<file path="src/tmwoc_consts.vh">
// Overview of operation
// Nonzero action field routes compare output to pin
// Software sets pin direction to output
// Channel A non-PWM: off, toggle, clear, set
// Fast PWM A: 10 non-inverting, 11 inverting
// PWM A action 01 toggles only with hi bit
// Fast PWM compare equals TOP: act at BOTTOM
// Phase-correct A: 10 clear up, set down
// Phase-correct compare equals TOP: act at TOP
// Channel B non-PWM decodes like channel A
// Fast PWM B: 01 reserved, 10/11 as A
// Phase-correct B: 01 reserved, 10/11 as A
// Control bits 3 and 2 read zero
// Mode selector joins hi bit and low bits
// Mode encodings and TOP sources per mode
// Compare update and overflow point per mode
// MAX is 0xFF and BOTTOM is 0x00
`ifndef TMWOC_CONSTS_VH
`define TMWOC_CONSTS_VH
// ==========================================================
// Register map
`define TMWOC_ADDR_CTRL_A   8'h30
`define TMWOC_ADDR_CTRL_B   8'h33
`define TMWOC_ADDR_CNT      8'h32
`define TMWOC_ADDR_CMP_A    8'h36
`define TMWOC_ADDR_CMP_B    8'h3C
`define TMWOC_ADDR_IRQ_MASK 8'h39
`define TMWOC_ADDR_IRQ_STAT 8'h38
`define TMWOC_CTRL_A_RST    8'h00
`define TMWOC_CTRL_A_WMASK  8'hF3
`define TMWOC_CTRL_B_WMASK  8'h08
`define TMWOC_IRQ_WMASK     8'h07
// ==========================================================
// Field positions
`define TMWOC_A_ACT_HI      7
`define TMWOC_A_ACT_LO      6
`define TMWOC_B_ACT_HI      5
`define TMWOC_B_ACT_LO      4
`define TMWOC_WAVE_HI_POS   3
`define TMWOC_FORCE_A_POS   7
`define TMWOC_FORCE_B_POS   6
`define TMWOC_STAT_OVF      0
`define TMWOC_STAT_CMPA     1
`define TMWOC_STAT_CMPB     2
// ==========================================================
// Counter limits and mode codes
`define TMWOC_MAX           8'hFF
`define TMWOC_BOTTOM        8'h00
`define TMWOC_MODE_NORMAL   3'h0
`define TMWOC_MODE_PC_FF    3'h1
`define TMWOC_MODE_CTC      3'h2
`define TMWOC_MODE_FAST_FF  3'h3
`define TMWOC_MODE_PC_A     3'h5
`define TMWOC_MODE_FAST_A   3'h7
`endif

</file>
<file path="src/tmwoc_out_chan.v">
`include "tmwoc_consts.vh"
// Waveform logic for one compare-output channel
module tmwoc_out_chan #(
  parameter TOGGLE_IN_PWM = 1
) (
  // Clock and reset
  input  wire       clk,
  input  wire       rst,
  // Mode decode
  input  wire       is_fast,
  input  wire       is_pc,
  input  wire       wave_hi,
  input  wire [1:0] action,
  // Timer events
  input  wire       match,
  input  wire       at_bottom,
  input  wire       at_top,
  input  wire       counting_up,
  input  wire       cmp_is_top,
  input  wire       force_cmp,
  // Output
  output reg        wave,
  output wire       pin_en
);
  reg next_wave;

  // ==========================================================
  // Output override
  assign pin_en = |action;

  // ==========================================================
  // Next waveform value
  always @* begin
    next_wave = wave;
    if (is_fast) begin
      if (action[1]) begin
        // A match on TOP would collide with the BOTTOM action
        if (at_bottom) begin
          next_wave = ~action[0];
        end else if (match && !cmp_is_top) begin
          next_wave = action[0];
        end
      end else if (action == 2'b01 && TOGGLE_IN_PWM && wave_hi && match) begin
        next_wave = ~wave;
      end
    end else if (is_pc) begin
      if (action[1]) begin
        // At TOP the pin takes the down-count level, so the wave stays symmetric
        if (cmp_is_top && at_top) begin
          next_wave = ~action[0];
        end else if (match && !cmp_is_top) begin
          next_wave = counting_up ? action[0] : ~action[0];
        end
      end else if (action == 2'b01 && TOGGLE_IN_PWM && wave_hi && match) begin
        next_wave = ~wave;
      end
    end else if (match || force_cmp) begin
      case (action)
        2'b01: next_wave = ~wave;
        2'b10: next_wave = 1'b0;
        2'b11: next_wave = 1'b1;
        default: next_wave = wave;
      endcase
    end
  end

  // Output register
  always @(posedge clk) begin
    if (rst) begin
      wave <= 1'b0;
    end else begin
      wave <= next_wave;
    end
  end
endmodule

</file>
<file path="src/tmwoc_top.v">
`include "tmwoc_consts.vh"
// 8-bit timer with waveform control and two compare outputs
module tmwoc_top (
  // Clock and reset
  input  wire       clk,
  input  wire       rst,
  // Register port
  input  wire [7:0] addr,
  input  wire [7:0] wdata,
  input  wire       wr,
  input  wire       rd,
  output reg  [7:0] rdata,
  // Timer tick
  input  wire       tick,
  // Compare outputs
  output wire       cmp_out_a,
  output wire       cmp_out_a_en,
  output wire       cmp_out_b,
  output wire       cmp_out_b_en,
  // Interrupt
  output wire       irq
);
  reg  [7:0] timer_wave_control_a;
  reg        wave_mode_hi_bit;
  reg  [7:0] count;
  reg        counting_up;
  reg  [7:0] cmp_val_a;
  reg  [7:0] cmp_val_b;
  reg  [7:0] cmp_buf_a;
  reg  [7:0] cmp_buf_b;
  reg  [2:0] irq_mask;
  reg  [2:0] irq_stat;
  reg  [7:0] next_count;
  reg        next_up;
  reg        force_a;
  reg        force_b;
  wire [2:0] wave_mode_sel;
  wire [1:0] out_a_action;
  wire [1:0] out_b_action;
  wire       is_fast;
  wire       is_pc;
  wire       top_is_a;
  wire [7:0] top_val;
  wire       at_top;
  wire       at_bottom;
  wire       at_max;
  wire       match_a;
  wire       match_b;
  wire       upd_now;
  wire       upd_top;
  wire       upd_bot;
  wire       ovf_evt;
  reg        cnt_wr;
  wire       to_bottom;
  wire [2:0] stat_clr;

  // Selects the register for a write at the given address
  function wr_hit;
    input [7:0] a;
    input [7:0] ref_addr;
    begin
      wr_hit = wr && (a == ref_addr);
    end
  endfunction

  // ==========================================================
  // Mode decode
  assign out_a_action  = timer_wave_control_a[`TMWOC_A_ACT_HI:`TMWOC_A_ACT_LO];
  assign out_b_action  = timer_wave_control_a[`TMWOC_B_ACT_HI:`TMWOC_B_ACT_LO];
  assign wave_mode_sel = {wave_mode_hi_bit, timer_wave_control_a[1:0]};
  assign is_fast  = (wave_mode_sel == `TMWOC_MODE_FAST_FF) ||
                    (wave_mode_sel == `TMWOC_MODE_FAST_A);
  assign is_pc    = (wave_mode_sel == `TMWOC_MODE_PC_FF) ||
                    (wave_mode_sel == `TMWOC_MODE_PC_A);
  assign top_is_a = (wave_mode_sel == `TMWOC_MODE_CTC) ||
                    (wave_mode_sel == `TMWOC_MODE_PC_A) ||
                    (wave_mode_sel == `TMWOC_MODE_FAST_A);
  assign top_val  = top_is_a ? cmp_val_a : `TMWOC_MAX;

  // Counter limit flags
  assign at_top    = tick && (count == top_val);
  assign at_bottom = tick && (count == `TMWOC_BOTTOM);
  assign at_max    = tick && (count == `TMWOC_MAX);
  // A fast count reaches BOTTOM on the tick that finds it at TOP
  assign to_bottom = at_top;
  // A counter write blocks the match on the following tick
  assign match_a   = tick && !cnt_wr && (count == cmp_val_a);
  assign match_b   = tick && !cnt_wr && (count == cmp_val_b);

  // ==========================================================
  // Compare update point and overflow point
  assign upd_now = (wave_mode_sel == `TMWOC_MODE_NORMAL) ||
                   (wave_mode_sel == `TMWOC_MODE_CTC);
  assign upd_top = is_pc && at_top;
  assign upd_bot = is_fast && at_top;
  assign ovf_evt = (wave_mode_sel == `TMWOC_MODE_FAST_A) ? at_top :
                   is_pc ? at_bottom :
                   (wave_mode_sel == `TMWOC_MODE_NORMAL ||
                    wave_mode_sel == `TMWOC_MODE_CTC ||
                    wave_mode_sel == `TMWOC_MODE_FAST_FF) ? at_max : 1'b0;

  // ==========================================================
  // Control register writes; reserved bits never store
  always @(posedge clk) begin
    if (rst) begin
      timer_wave_control_a <= `TMWOC_CTRL_A_RST;
      wave_mode_hi_bit     <= 1'b0;
      irq_mask             <= 3'h0;
      force_a              <= 1'b0;
      force_b              <= 1'b0;
    end else begin
      force_a <= 1'b0;
      force_b <= 1'b0;
      if (wr_hit(addr, `TMWOC_ADDR_CTRL_A)) begin
        timer_wave_control_a <= wdata & `TMWOC_CTRL_A_WMASK;
      end
      if (wr_hit(addr, `TMWOC_ADDR_CTRL_B)) begin
        wave_mode_hi_bit <= wdata[`TMWOC_WAVE_HI_POS];
        // Force strobes only act outside PWM modes
        force_a <= wdata[`TMWOC_FORCE_A_POS] && !is_fast && !is_pc;
        force_b <= wdata[`TMWOC_FORCE_B_POS] && !is_fast && !is_pc;
      end
      if (wr_hit(addr, `TMWOC_ADDR_IRQ_MASK)) begin
        irq_mask <= wdata[2:0];
      end
    end
  end

  // ==========================================================
  // Compare registers with double buffer in PWM modes
  always @(posedge clk) begin
    if (rst) begin
      cmp_buf_a <= 8'h00;
      cmp_buf_b <= 8'h00;
      cmp_val_a <= 8'h00;
      cmp_val_b <= 8'h00;
    end else begin
      if (wr_hit(addr, `TMWOC_ADDR_CMP_A)) begin
        cmp_buf_a <= wdata;
      end
      if (wr_hit(addr, `TMWOC_ADDR_CMP_B)) begin
        cmp_buf_b <= wdata;
      end
      if (upd_now) begin
        cmp_val_a <= wr_hit(addr, `TMWOC_ADDR_CMP_A) ? wdata : cmp_buf_a;
        cmp_val_b <= wr_hit(addr, `TMWOC_ADDR_CMP_B) ? wdata : cmp_buf_b;
      end else if (upd_top || upd_bot) begin
        cmp_val_a <= cmp_buf_a;
        cmp_val_b <= cmp_buf_b;
      end
    end
  end

  // ==========================================================
  // Count sequence per mode
  always @* begin
    next_count = count;
    next_up    = counting_up;
    if (tick) begin
      if (is_pc) begin
        if (counting_up && count == top_val) begin
          next_up    = 1'b0;
          next_count = count - 8'h01;
        end else if (!counting_up && count == `TMWOC_BOTTOM) begin
          next_up    = 1'b1;
          next_count = count + 8'h01;
        end else begin
          next_count = counting_up ? count + 8'h01 : count - 8'h01;
        end
      end else begin
        next_up    = 1'b1;
        next_count = (top_is_a || is_fast) && count == top_val ?
                     `TMWOC_BOTTOM : count + 8'h01;
      end
    end
    if (wr_hit(addr, `TMWOC_ADDR_CNT)) begin
      next_count = wdata;
    end
  end

  // Counter register
  always @(posedge clk) begin
    if (rst) begin
      count       <= `TMWOC_BOTTOM;
      counting_up <= 1'b1;
    end else begin
      count       <= next_count;
      counting_up <= next_up;
    end
  end

  // Counter write masks the match on the next tick; software risks a missed match
  always @(posedge clk) begin
    if (rst) begin
      cnt_wr <= 1'b0;
    end else if (wr_hit(addr, `TMWOC_ADDR_CNT)) begin
      cnt_wr <= 1'b1;
    end else if (tick) begin
      cnt_wr <= 1'b0;
    end
  end

  // ==========================================================
  // Sticky status; a new event wins over a clear
  assign stat_clr = wr_hit(addr, `TMWOC_ADDR_IRQ_STAT) ? wdata[2:0] : 3'h0;
  always @(posedge clk) begin
    if (rst) begin
      irq_stat <= 3'h0;
    end else begin
      irq_stat <= (irq_stat & ~stat_clr) | {match_b, match_a, ovf_evt};
    end
  end
  assign irq = |(irq_stat & irq_mask);

  // ==========================================================
  // Read data, one cycle after the strobe
  always @(posedge clk) begin
    if (rst) begin
      rdata <= 8'h00;
    end else if (rd) begin
      case (addr)
        `TMWOC_ADDR_CTRL_A:   rdata <= timer_wave_control_a & `TMWOC_CTRL_A_WMASK;
        `TMWOC_ADDR_CTRL_B:   rdata <= {4'h0, wave_mode_hi_bit, 3'h0};
        `TMWOC_ADDR_CNT:      rdata <= count;
        `TMWOC_ADDR_CMP_A:    rdata <= cmp_buf_a;
        `TMWOC_ADDR_CMP_B:    rdata <= cmp_buf_b;
        `TMWOC_ADDR_IRQ_MASK: rdata <= {5'h00, irq_mask};
        `TMWOC_ADDR_IRQ_STAT: rdata <= {5'h00, irq_stat};
        default:              rdata <= 8'h00;
      endcase
    end else begin
      rdata <= 8'h00;
    end
  end

  // ==========================================================
  // Output channels; pin drive still needs the port direction set
  tmwoc_out_chan #(.TOGGLE_IN_PWM(1)) u_chan_a (
    .clk         (clk),
    .rst         (rst),
    .is_fast     (is_fast),
    .is_pc       (is_pc),
    .wave_hi     (wave_mode_hi_bit),
    .action      (out_a_action),
    .match       (match_a),
    .at_bottom   (to_bottom),
    .at_top      (at_top),
    .counting_up (counting_up),
    .cmp_is_top  (cmp_val_a == top_val),
    .force_cmp   (force_a),
    .wave        (cmp_out_a),
    .pin_en      (cmp_out_a_en)
  );

  // Channel B has no toggle in PWM modes
  tmwoc_out_chan #(.TOGGLE_IN_PWM(0)) u_chan_b (
    .clk         (clk),
    .rst         (rst),
    .is_fast     (is_fast),
    .is_pc       (is_pc),
    .wave_hi     (wave_mode_hi_bit),
    .action      (out_b_action),
    .match       (match_b),
    .at_bottom   (to_bottom),
    .at_top      (at_top),
    .counting_up (counting_up),
    .cmp_is_top  (cmp_val_b == top_val),
    .force_cmp   (force_b),
    .wave        (cmp_out_b),
    .pin_en      (cmp_out_b_en)
  );
endmodule

</file>
<file path="config.mk">
export PLATFORM = sky130hd
export DESIGN_NAME = tmwoc_top
export DESIGN_NICKNAME = d
export VERILOG_FILES = /design/src/tmwoc_out_chan.v /design/src/tmwoc_top.v
export VERILOG_INCLUDE_DIRS = /design/src
export SDC_FILE = /design/constraint.sdc
export NUM_CORES = 1
export LEC_CHECK = 0
export BUFFER_PORTS_ARGS = -buffer_cell sky130_fd_sc_hd__buf_2
export CAP_MARGIN = 25
export CORE_MARGIN = 8
export CORE_UTILIZATION = 33
export DETAILED_ROUTE_END_ITERATION = 10
export GPL_TIMING_DRIVEN = 0
export MAX_ROUTING_LAYER = met4
export PLACE_DENSITY = 0.46
export SLEW_MARGIN = 20
export SYNTH_ARGS = -nofsm -noshare
export SYNTH_HDL_FRONTEND = slang
export SYNTH_SLANG_ARGS = --single-unit
</file>
<file path="constraint.sdc">
create_clock -name clk -period 3.2 [get_ports clk]
set_clock_uncertainty 0.2 [all_clocks]
set_input_delay 0.64 -clock clk [delete_from_list [all_inputs] [get_ports clk]]
set_output_delay 0.64 -clock clk [all_outputs]
set_load 0.05 [all_outputs]
</file>
==> results.json <==
{
  "clkTransAtPathRegs_ns": 0.06,
  "ys_types": 67,
  "dp.cells": 747,
  "hold_buffers": 0,
  "synthCells": 548,
  "p_leak_nw": 1.94,
  "ios": 34,
  "powerDensity_mw_per_mm2": 410,
  "hold_path_depth": 2,
  "syn_to_final_growth_pct": 16.2,
  "max_slew_margin_pct": 53.7,
  "wl_per_cell_um": 20.5,
  "nNetsFinal": 610,
  "routed_wl_um": 15600,
  "diodes": 0,
  "drc": 0,
  "cts_made_buffers": 9,
  "synth_ff_type": "dfxtp_1",
  "maxCapViolCount": 0,
  "clockBufferDepth": 2,
  "crit_fanout": 9,
  "arrival_ns": 3.00,
  "antenna_found_initial": 0,
  "crit_type": "reg2reg",
  "start_kind": "flop",
  "dp_hpwl_um": 11700,
  "grt_usage_pct": 19.5,
  "hold_viol_final": 0,
  "dp_slack_ns": -0.373,
  "fin_crit_sh_pct": 94.5,
  "ys_seq_area_share_pct": 31.3,
  "drv_slew": 0,
  "hold_class": "reg2reg",
  "worst_r2r_path_depth": 10,
  "vdd_drop_max_mv": 0.220,
  "grt_max_degree": 15,
  "clk_latency_ns": 0.34,
  "core_region_area_mm2": 0.0127,
  "fmax_mhz": 331,
  "drtPass1Iterations": 5,
  "viasPerCell": 5.72,
  "grt_pass1_wl_um": 24400,
  "drt_iter0_drc": 525,
  "vias": 4351,
  "synth_area_per_cell_um2": 7.83,
  "cts_setup_buffers": 0,
  "synthArstFlopShare_pct": 0,
  "cts-htree-levels": 3,
  "final_common_cell": "dfxtp_1",
  "status": "finished clean",
  "grt_pass1_vias": 4151,
  "die-area_mm2": 0.0169,
  "dpl-instance-area_mm2": 0.00464,
  "instances_no_fill": 761,
  "stdcell_area_mm2": 0.00499,
  "std_cell_rows": 41,
  "drtAntennaViolNets": 0,
  "io_buffers": 27,
  "cts-resized-gates": 2,
  "synth_edf_count": 0,
  "numClockSinks": 67,
  "layout_setup_ws_ns": 0.176,
  "finalSetupViolCount": 0,
  "root_buffer": "clkbuf_16",
  "ys_ff_latch": 67,
  "start_util_pct": 33.9,
  "die_h_um": 130,
  "die_w_um": 130,
  "syn_nets": 574,
  "tightestPinTransition_ns": 0.689,
  "rsz0062_at_grt": "false",
  "end_kind": "flop",
  "gp_congestion": 0.872,
  "synth_warnings": 0,
  "drive_above_1_share_pct": 12.4,
  "grt.overflow.total": 0,
  "synth_area_mm2": 0.00429,
  "cts_tree": "done",
  "most-common-layout-cells": "67 x dfxtp_1, 65 x nor2_1, 52 x nand2_1",
  "finalCriticalPeriod_ns": 3.02,
  "crit_required_ns": 3.18
}
Yosys cell counts (all sizes together), types with 8 or more instances:
cell type	n	area share, %
o21ai	20	2.3
nand4	10	1.5
a211oi	17	3.0
clkbuf	35	3.1
a21oi	36	4.2
mux2i	30	7.0
xnor2	18	3.7
dfxtp	67	31
inv	12	1.0
nor3	15	1.7
a22oi	13	2.4
nor2	65	5.7
nand3	31	3.6
nand2	52	4.5
o22ai	8	1.3
sequential cells by signal (all words and copies together), names as in the netlist:
| name | cells |
|---|---|
| cmp_buf_a | 8 |
| counting_up | 1 |
| irq_mask | 3 |
| count | 8 |
| wave_mode_hi_bit | 1 |
| cnt_wr | 1 |
| cmp_val_b | 8 |
| cmp_buf_b | 8 |
| force_b | 1 |
| force_a | 1 |
| cmp_val_a | 8 |
| u_chan_b.wave | 1 |
| u_chan_a.wave | 1 |
| rdata | 8 |
| irq_stat | 3 |
| timer_wave_control_a | 6 |
final timing paths:
check                           startpoint                 endpoint  slack (ns)
max          wave_mode_hi_bit$_SDFFE_PP0P_    count[2]$_SDFFE_PP0P_        0.18
min                cmp_buf_b[5]$_SDFF_PP0_  cmp_buf_b[5]$_SDFF_PP0_        0.27
max reg2reg  wave_mode_hi_bit$_SDFFE_PP0P_    count[2]$_SDFFE_PP0P_        0.18
min reg2reg        cmp_buf_b[5]$_SDFF_PP0_  cmp_buf_b[5]$_SDFF_PP0_        0.27
through the flow:
stage	power [W]	hold WS (ns)	setup TNS, ns	util (%)
after floorplan	0.000955	0.245	0	-
after global placement	0.00102	0.259	-5.10	36.6
after detailed placement	0.00102	0.264	-4.88	36.6
after CTS	0.00206	0.274	0	39.2
after global routing	0.00211	0.298	0	39.4
final	0.00204	0.274	0	39.4
where the power goes:
part           switching (W)  total [W]  internal, W
sequential        0.00000950   0.000850     0.000841
combinational       0.000107   0.000154    0.0000476
clock               0.000422    0.00104     0.000617
metal layers:
metal	vias to the layer above	routed length [um]	share of wire, %	GRT usage, %
met2	163	6850	44	28.0
li1	2086	-	-	-
met5	-	0	0	-
met3	27	829	5.3	3.92
met1	2075	7590	49	26.8
met4	0	351	2.2	6.01
layout make-up:
type	instances	area (um2)
fillers	1376	7680
multi-input cells	428	2760
flip-flops and latches	67	1340
clock buffers	9	225
well taps	172	215
plain buffers	39	179
repair buffers	27	135
clock inverters	7	83.8
inverters	12	45.0
cells by family after synthesis:
kind of cell | Yosys count | share of synthesized area [%]
compound gates | 139 | 22.9
xor+xnor | 23 | 4.69
fa+ha+maj | 5 | 1.46
buf+inv | 53 | 5.36
flops | 67 | 31.3
mux | 33 | 7.78
simple gates | 228 | 26.6
worst max-delay path: stages (launching register included):
cell      delay, ns
dfxtp_1        0.31
buf_6          0.14
or3b_1         0.39
buf_6          0.15
and2_4         0.13
buf_6          0.13
o31a_1         0.38
o32ai_4        0.39
o21ai_0        0.13
a221oi_1       0.35
nor3_1         0.14
Note: power is estimated with default switching activity, not from simulation.
